==> src/rtl/dif_pkg.sv <==
`default_nettype none
// ****************************************************************
// Shared constants for the input function decoder
// ****************************************************************
package dif_pkg;
  // Terminal bit positions in the synchronised vector
  localparam int TERM_W    = 20;
  localparam int T_FWD     = 0;
  localparam int T_REV     = 1;
  localparam int T_SPD0    = 2;   // Four speed bits sit at T_SPD0..T_SPD0+3
  localparam int T_JOG     = 6;
  localparam int T_BRAKE   = 7;
  localparam int T_MOTOR2  = 8;
  localparam int T_RAMP2   = 9;
  localparam int T_COAST   = 10;
  localparam int T_FAULT   = 11;
  localparam int T_USP     = 12;
  localparam int T_BYPASS  = 13;
  localparam int T_LOCK    = 14;
  localparam int T_CLEAR   = 15;
  localparam int T_GO      = 16;
  localparam int T_HALT    = 17;
  localparam int T_DIR     = 18;
  localparam int T_PIDHOLD = 19;
  // Integrator clear shares no slot; it is passed through the same stages
  localparam int SPD_W     = 4;
  // Trip code shown for an external trip
  localparam logic [7:0] TRIP_CODE_EXT  = 8'h0C;
  localparam logic [7:0] TRIP_CODE_NONE = 8'h00;
  // Trip history counter width and saturation value
  localparam logic [3:0] HIST_MAX = 4'hF;
  localparam logic [3:0] HIST_RST = 4'h0;
  // Cycles after reset before the synchronised terminals are trusted
  localparam logic [1:0] SETTLE_CYC = 2'h2;
  // Power-up sequencing
  typedef enum logic [1:0] {
    DIF_PU_SETTLE  = 2'b00,
    DIF_PU_INHIBIT = 2'b01,
    DIF_PU_RUN     = 2'b10
  } dif_pu_t;
endpackage : dif_pkg
`default_nettype wire

==> src/rtl/dif_sync_if.sv <==
`default_nettype none
// ****************************************************************
// Raw and synchronised terminal levels between decoder and stages
// ****************************************************************
interface dif_sync_if;
  logic [dif_pkg::TERM_W:0] raw;   // Pin levels, top bit is integrator clear
  logic [dif_pkg::TERM_W:0] sync;  // Same levels after two flip-flops
  modport dec (output raw, input sync);
  modport syn (input raw, output sync);
endinterface : dif_sync_if
`default_nettype wire

==> src/rtl/dif_sync.sv <==
`default_nettype none
// ****************************************************************
// Two flip-flop synchroniser for every terminal
// ****************************************************************
module dif_sync (
  input  wire logic ref_clk,
  input  wire logic sys_rst,
  input  wire logic clk_en,
  dif_sync_if.syn   term
);
  import dif_pkg::*;

  logic [TERM_W:0] meta;  // First stage, read only by the second

  // ****************************************************************
  // Stages
  // ****************************************************************
  // Both stages freeze with the clock enable like all other state
  always_ff @(posedge ref_clk or posedge sys_rst) begin
    if (sys_rst) begin
      meta      <= '0;
      term.sync <= '0;
    end else if (clk_en) begin
      meta      <= term.raw;
      term.sync <= meta;
    end
  end
endmodule : dif_sync
`default_nettype wire

==> src/rtl/dif_decoder.sv <==
// Contract
// - Forward input runs motor forward, else stop
// - Reverse input runs motor reverse, else stop
// - Four speed bits form binary preset index
// - Jog input runs at jog frequency
// - Brake input enables DC braking on deceleration
// - Second motor input selects second parameter set
// - Ramp input selects second-stage accel/decel
// - Coast input turns motor output off
// - Rising external fault latches trip code twelve
// - Latched trip stays until reset
// - Blocking input at power-up prevents run resume
// - Bypass input hands motor to line power
// - Lock input rejects parameter edits
// - Reset clears trip, output off, reset asserted
// - Three-wire start begins, stop ends rotation
// - Three-wire stop wins regardless of start
// - Direction change decelerates first, then reverses
// - PID hold input suspends PID loop
// - Integrator clear resets PID sum
`default_nettype none
module dif_decoder (
  input  wire logic               ref_clk,
  input  wire logic               sys_rst,
  input  wire logic               clk_en,
  // Terminal inputs, asynchronous
  input  wire logic               run_forward_in,
  input  wire logic               run_reverse_in,
  input  wire logic               speed_sel_bit0,
  input  wire logic               speed_sel_bit1,
  input  wire logic               speed_sel_bit2,
  input  wire logic               speed_sel_bit3,
  input  wire logic               jog_in,
  input  wire logic               dc_brake_in,
  input  wire logic               motor2_sel_in,
  input  wire logic               second_ramp_sel,
  input  wire logic               coast_stop_in,
  input  wire logic               external_fault_in,
  input  wire logic               unattended_start_block,
  input  wire logic               line_bypass_in,
  input  wire logic               param_lock_in,
  input  wire logic               fault_clear_in,
  input  wire logic               three_wire_go,
  input  wire logic               three_wire_halt,
  input  wire logic               three_wire_dir_in,
  input  wire logic               pid_hold_in,
  input  wire logic               loop_integrator_clear,
  // Configuration and drive feedback, same clock
  input  wire logic               three_wire_mode,
  input  wire logic               pid_enable,
  input  wire logic               saved_run,
  input  wire logic               saved_dir_fwd,
  input  wire logic               motor_stopped,
  input  wire logic               edit_req,
  // Decoded actions
  output logic                    run_cmd,
  output logic                    dir_fwd,
  output logic                    decel_req,
  output logic [dif_pkg::SPD_W-1:0] speed_index,
  output logic                    jog_active,
  output logic                    dc_brake_en,
  output logic                    motor2_active,
  output logic                    ramp2_active,
  output logic                    output_off,
  output logic                    bypass_active,
  output logic                    trip_latched,
  output logic [7:0]              trip_code,
  output logic [3:0]              trip_history,
  output logic                    edit_accept,
  output logic                    reset_req,
  output logic                    pid_suspend,
  output logic                    pid_int_clear
);
  import dif_pkg::*;

  // ****************************************************************
  // Synchronisation
  // ****************************************************************
  dif_sync_if term ();             // Carrier to the synchroniser

  logic [TERM_W:0] t;              // Synchronised terminal levels
  logic            fault_prev;     // Last synchronised fault level

  assign term.raw = {loop_integrator_clear, pid_hold_in, three_wire_dir_in,
                     three_wire_halt, three_wire_go, fault_clear_in,
                     param_lock_in, line_bypass_in, unattended_start_block,
                     external_fault_in, coast_stop_in, second_ramp_sel,
                     motor2_sel_in, dc_brake_in, jog_in, speed_sel_bit3,
                     speed_sel_bit2, speed_sel_bit1, speed_sel_bit0,
                     run_reverse_in, run_forward_in};
  assign t = term.sync;

  dif_sync u_sync (
    .ref_clk (ref_clk),
    .sys_rst (sys_rst),
    .clk_en  (clk_en),
    .term    (term)
  );

  // ****************************************************************
  // Helpers
  // ****************************************************************
  // Two-wire direction request; both or neither yields no run
  function automatic logic two_wire_run(input logic fwd, input logic rev);
    return fwd ^ rev;
  endfunction : two_wire_run

  // ****************************************************************
  // Power-up sequencing
  // ****************************************************************
  dif_pu_t    pu_state;            // Power-up phase
  logic [1:0] settle_cnt;          // Waits out the synchroniser
  logic       want_run;            // Requested run before gating
  logic       want_fwd;            // Requested direction

  // Terminals need two edges to reach t; only then is the block level valid
  always_ff @(posedge ref_clk or posedge sys_rst) begin
    if (sys_rst) begin
      pu_state   <= DIF_PU_SETTLE;
      settle_cnt <= 2'h0;
    end else if (clk_en) begin
      unique case (pu_state)
        DIF_PU_SETTLE: begin
          if (settle_cnt == SETTLE_CYC) begin
            // Blocking level sampled once, after release
            pu_state <= t[T_USP] ? DIF_PU_INHIBIT : DIF_PU_RUN;
          end else begin
            settle_cnt <= settle_cnt + 2'h1;
          end
        end
        DIF_PU_INHIBIT: begin
          // Held run is dropped; a fresh command needs the run request want_run to go low first
          if (!want_run) begin
            pu_state <= DIF_PU_RUN;
          end
        end
        DIF_PU_RUN: begin
          pu_state <= DIF_PU_RUN;
        end
        default: pu_state <= DIF_PU_SETTLE;  // Spare code recovers
      endcase
    end
  end

  // ****************************************************************
  // Three-wire run latch
  // ****************************************************************
  logic tw_run;                    // Latched three-wire run state
  logic tw_loaded;                 // Saved run already applied

  // Halt or clear beats go; with none active only the one-time saved-run load changes the state
  always_ff @(posedge ref_clk or posedge sys_rst) begin
    if (sys_rst) begin
      tw_run    <= 1'b0;
      tw_loaded <= 1'b0;
    end else if (clk_en) begin
      if (t[T_HALT] || t[T_CLEAR]) begin
        tw_run <= 1'b0;
      end else if (t[T_GO]) begin
        tw_run <= 1'b1;
      end else if (pu_state == DIF_PU_SETTLE && settle_cnt == SETTLE_CYC
                   && !tw_loaded) begin
        // Resume the run held before power loss unless blocked
        tw_run    <= saved_run && !t[T_USP];
        tw_loaded <= 1'b1;
      end
    end
  end

  // ****************************************************************
  // Run request decode
  // ****************************************************************
  always_comb begin
    if (three_wire_mode) begin
      want_run = tw_run;
      want_fwd = t[T_DIR];
    end else if (two_wire_run(t[T_FWD], t[T_REV])) begin
      want_run = 1'b1;
      want_fwd = t[T_FWD];
    end else begin
      // Jog alone runs; forward plus reverse is a stop
      want_run = t[T_JOG] && !(t[T_FWD] && t[T_REV]);
      want_fwd = dir_fwd;
    end
  end

  // ****************************************************************
  // Direction hold for reversal
  // ****************************************************************
  logic applied_fwd;               // Direction actually driven
  logic dir_change;                // Request differs from driven

  assign dir_change = want_run && (want_fwd != applied_fwd);

  // Reversal waits for the motor to stop so it never plugs the drive
  always_ff @(posedge ref_clk or posedge sys_rst) begin
    if (sys_rst) begin
      applied_fwd <= 1'b1;
    end else if (clk_en) begin
      if (pu_state == DIF_PU_SETTLE && three_wire_mode) begin
        applied_fwd <= saved_dir_fwd;
      end else if (dir_change && motor_stopped) begin
        applied_fwd <= want_fwd;
      end
    end
  end

  // ****************************************************************
  // External trip latch
  // ****************************************************************
  logic fault_rise;                // Off-to-on transition of fault input

  assign fault_rise = t[T_FAULT] && !fault_prev;

  always_ff @(posedge ref_clk or posedge sys_rst) begin
    if (sys_rst) begin
      fault_prev <= 1'b0;
    end else if (clk_en) begin
      fault_prev <= t[T_FAULT];
    end
  end

  // A new trip in the clearing cycle survives: set beats clear
  always_ff @(posedge ref_clk or posedge sys_rst) begin
    if (sys_rst) begin
      trip_latched <= 1'b0;
      trip_code    <= TRIP_CODE_NONE;
    end else if (clk_en) begin
      if (fault_rise) begin
        trip_latched <= 1'b1;
        trip_code    <= TRIP_CODE_EXT;
      end else if (t[T_CLEAR]) begin
        trip_latched <= 1'b0;
        trip_code    <= TRIP_CODE_NONE;
      end
    end
  end

  // History counts trips; falling fault never touches it
  always_ff @(posedge ref_clk or posedge sys_rst) begin
    if (sys_rst) begin
      trip_history <= HIST_RST;
    end else if (clk_en) begin
      if (fault_rise && trip_history != HIST_MAX) begin
        trip_history <= trip_history + 4'h1;
      end else if (t[T_CLEAR] && !fault_rise) begin
        trip_history <= HIST_RST;
      end
    end
  end

  // ****************************************************************
  // Motion outputs
  // ****************************************************************
  logic stop_force;                // Any reason the output must be off
  logic run_ok;                    // Run allowed this cycle

  assign stop_force = t[T_COAST] || t[T_CLEAR] || trip_latched
                      || t[T_BYPASS];
  assign run_ok     = want_run && (pu_state == DIF_PU_RUN) && !stop_force;

  always_ff @(posedge ref_clk or posedge sys_rst) begin
    if (sys_rst) begin
      run_cmd    <= 1'b0;
      dir_fwd    <= 1'b1;
      decel_req  <= 1'b0;
      jog_active <= 1'b0;
      output_off <= 1'b1;
    end else if (clk_en) begin
      // Reversal: run drops and decel_req is raised while the drive ramps down
      run_cmd    <= run_ok && !dir_change;
      dir_fwd    <= applied_fwd;
      decel_req  <= run_ok && dir_change && !motor_stopped;
      jog_active <= run_ok && !three_wire_mode && t[T_JOG]
                    && !two_wire_run(t[T_FWD], t[T_REV]);
      output_off <= stop_force;
    end
  end

  // ****************************************************************
  // Selection outputs
  // ****************************************************************
  always_ff @(posedge ref_clk or posedge sys_rst) begin
    if (sys_rst) begin
      speed_index   <= '0;
      dc_brake_en   <= 1'b0;
      motor2_active <= 1'b0;
      ramp2_active  <= 1'b0;
      bypass_active <= 1'b0;
    end else if (clk_en) begin
      speed_index   <= t[T_SPD0 +: SPD_W];
      dc_brake_en   <= t[T_BRAKE];
      motor2_active <= t[T_MOTOR2];
      ramp2_active  <= t[T_RAMP2];
      bypass_active <= t[T_BYPASS];
    end
  end

  // ****************************************************************
  // Lock, reset and PID outputs
  // ****************************************************************
  // Edit request comes from same-clock logic; lock is a synced pin
  always_ff @(posedge ref_clk or posedge sys_rst) begin
    if (sys_rst) begin
      edit_accept   <= 1'b0;
      reset_req     <= 1'b0;
      pid_suspend   <= 1'b0;
      pid_int_clear <= 1'b0;
    end else if (clk_en) begin
      edit_accept   <= edit_req && !t[T_LOCK];
      reset_req     <= t[T_CLEAR];
      pid_suspend   <= pid_enable && t[T_PIDHOLD];
      pid_int_clear <= t[TERM_W];
    end
  end
endmodule : dif_decoder
`default_nettype wire

==> config.mk <==
export PLATFORM = sky130hd
export DESIGN_NAME = dif_decoder
export DESIGN_NICKNAME = d
export VERILOG_FILES = /design/src/rtl/dif_pkg.sv /design/src/rtl/dif_sync_if.sv /design/src/rtl/dif_sync.sv /design/src/rtl/dif_decoder.sv
export SDC_FILE = /design/constraint.sdc
export NUM_CORES = 1
export LEC_CHECK = 0
export ABC_AREA = 1
export BUFFER_PORTS_ARGS = -buffer_cell sky130_fd_sc_hd__buf_2
export CAP_MARGIN = 20
export CORE_MARGIN = 5
export CORE_UTILIZATION = 45
export DETAILED_ROUTE_END_ITERATION = 10
export GPL_TIMING_DRIVEN = 0
export PLACE_DENSITY = 0.79
export SYNTH_ARGS = -nofsm -noshare
export SYNTH_HDL_FRONTEND = slang
export SYNTH_SLANG_ARGS = --single-unit
==> constraint.sdc <==
create_clock -name ref_clk -period 2.75 [get_ports ref_clk]
set_clock_uncertainty 0.2 [all_clocks]
set_input_delay 0.55 -clock ref_clk [delete_from_list [all_inputs] [get_ports ref_clk]]
set_output_delay 0.55 -clock ref_clk [all_outputs]
set_load 0.1 [all_outputs]
==> results.cfg <==
[status]
status = complete, no violations

[setup_path]
crit_fanout = 3
reg2reg_slack_ns = 1.04
worstPathCellList = buf_2
crit_type = reg2out
startpoint = dir_fwd
cp_slowest_cell = dfstp_2
critPathArrivalTime_ns = 1.31
start_kind = register
critPathRequiredTime_ns = 2.00
crit_buf_inv = 1
cpPeakStageDelay_ns = 0.54
crit_path_end_kind = primary output
r2r_start = u_sync.term.sync[0]
crit_family = flip-flops

[clock_network]
clockRootBuffer = clkbuf_8
numCtsBuffers = 9
cts_tree = yes
cts.sinks = 72
cts_hold_buf = 0
post_cts_buffers = 0
cts.clk_slew.worst_paths_ns = 0.07
clk_latency_ns = 0.35
h-tree-depth = 3
postCtsResizedCells = 0
cts_buffer_depth = 2

[global_routing]
grt_pass1_vias = 2620
grt_start_max_net_pins = 73
grt_pass1_wl_mm = 11.78
grt_usage_pct = 17.18
gr-total-overflow = 0
antenna_found_initial = 0

[drt]
first_pass_iters = 6
ant_nets = 0
drcViolationCount = 0
wl_per_cell_um = 12.47
viasPerCell = 4.729
drt_iter0_markers = 185
via_count = 2511
drt-total-wl_mm = 6.619

[timing]
fmax_mhz = 484.5
slew_violations = 0
hold_viol_final = 0
min_period_over_period_pct = 75.05
max_slew.worst_pin.slew_ns = 0.8539
period_minus_slack_ns = 2.064
rsz0062_at_grt = false
setup_viol = 0
slew-limit-headroom_pct = 43.07

[logic_synthesis]
avgSynthCellArea_um2 = 8.707
netlist_area_mm2 = 0.003152
synth_top_area_share_pct = 54.78
synth_largest_area_cell = dfrtp_1
synth_area_leaders = dfrtp_1 55%, nand2_1 16%, o21ai_0 5.2%
synth_edf_count = 0
yosys_warnings = 0
syn-instance-count = 362
seq_area_frac_synth_pct = 57.28
synth_cell_types = 27
async_flop_share_pct = 100.0
synthFlopType = dfrtp_1
ys_ff_latch = 72

[die]
die_x_um = 93.69
dieArea_mm2 = 0.008778
initial_core_util_pct = 46.39
rows = 30
core-area_mm2 = 0.006794
io_pins = 60
die_h_um = 93.69

[cells_and_area]
n_antenna_cell = 0
final_common_cell = nand2_1
final_area_mm2 = 0.003767
area_growth_pct = 19.53
n_fill_cell = 632
final_nets = 467
layout_common_cells = 137 x nand2_1, 69 x dfrtp_1, 61 x buf_2
drive_gt1_share_pct = 23.22

[pwr]
p_leak_nw = 2.036
p_per_area_mw_per_mm2 = 839.4
ir_worst_vdd_mv = 0.3511
total_power_mw = 3.162

[place]
postPlaceCellArea_mm2 = 0.003553
place_congestion = 0.8270
hpwl_mm = 4.768
io_buffer_count = 52

[job]
drv_cap = 0

[worst_hold_path]
hp-class = in2async
-- metrics by stage --
stage | util (%) | setup slack [ns] | hold WS, ns | cells | TNS [ns]
after floorplan | - | 0.1800 | 0.2243 | 367 | 0
after detailed placement | 52.30 | 1.044 | 0.2471 | 515 | 0
after CTS | 55.45 | 0.6712 | 0.1876 | 531 | 0
final | 55.45 | 0.6860 | 0.1668 | 531 | 0
after global placement | 52.27 | -0.6220 | 0.2353 | 515 | -42.74
after global routing | 55.45 | 0.6255 | 0.1869 | 531 | 0
-- power breakdown --
| group | internal (mW) | switching, mW | leakage, nW |
|---|---|---|---|
| registers | 1.22 | 0.0943 | 0.893 |
| logic | 0.218 | 0.729 | 1.03 |
| clock network | 0.535 | 0.369 | 0.108 |
| total | 1.97 | 1.19 | 2.04 |
-- kinds of logic (layout without fill, tap and decap cells) --
| family | after synthesis | count (layout) | synth area share (%) |
|---|---|---|---|
| flip-flops | 72 | 72 | 57.28 |
| AO/OA/AOI/OAI | 48 | 48 | 8.257 |
| other | 1 | 6 | 0.1190 |
| AND/OR/NAND/NOR | 173 | 173 | 22.31 |
| adder cells (fa/ha/maj) | 7 | 7 | 2.779 |
| XOR/XNOR | 2 | 2 | 0.5559 |
| buffers and inverters | 59 | 127 | 8.694 |
-- final timing paths --
kind / endpoint / cells after the start
max: dir_fwd / 1
min: bypass_active / 2
max reg2reg: pu_state[0] / 7
min reg2reg: tw_loaded / 2
max in group asynchronous: u_sync.term.sync[19] / 2
min in group ref_clk: u_sync.meta[6] / 3
-- final cells by class --
type	instances	area (um^2)	share of cell area, %
Sequential cell	72	1805	47.92
Multi-Input combinational cell	236	1091	28.96
Timing Repair Buffer	52	260.3	6.908
Clock buffer	13	148.9	3.952
Inverter	37	141.4	3.753
Buffer	22	135.1	3.587
Tap cell	96	120.1	3.188
Clock inverter	3	65.06	1.727
-- flip-flops by register name, indices dropped and copies added (netlist names), 2 cells and up --
name	count
u_sync.meta	21
trip_history	4
settle_cnt	2
speed_index	4
pu_state	2
u_sync.term.sync	21
-- synthesized netlist by cell type, types with 5 or more instances --
| cell | count |
|---|---|
| o21ai_1 | 5 |
| nor2_1 | 11 |
| ha_1 | 7 |
| o21ai_0 | 33 |
| buf_4 | 9 |
| nand3_1 | 15 |
| buf_2 | 9 |
| dfrtp_1 | 69 |
| inv_1 | 34 |
| nand2_1 | 137 |
-- routing by layer --
metal  wire (um)  part of all wire [%]  global-route usage [%]  vias up
met5           0                     0                       0        -
met4         233                   3.5                   8.664        0
met3         367                   5.5                   4.327       21
met2        3149                    48                   28.27       69
met1        2868                    43                   20.87     1174
li1            -                     -                       -     1247
-- worst register-to-register path: cells and delay by family (launching register included) --
family	cells	cell delay [ns]
AO/OA/AOI/OAI	2	0.22
AND/OR/NAND/NOR	4	0.43
adder cells (fa/ha/maj)	1	0.36
flip-flops	1	0.39
(Power assumes the default switching activity.)
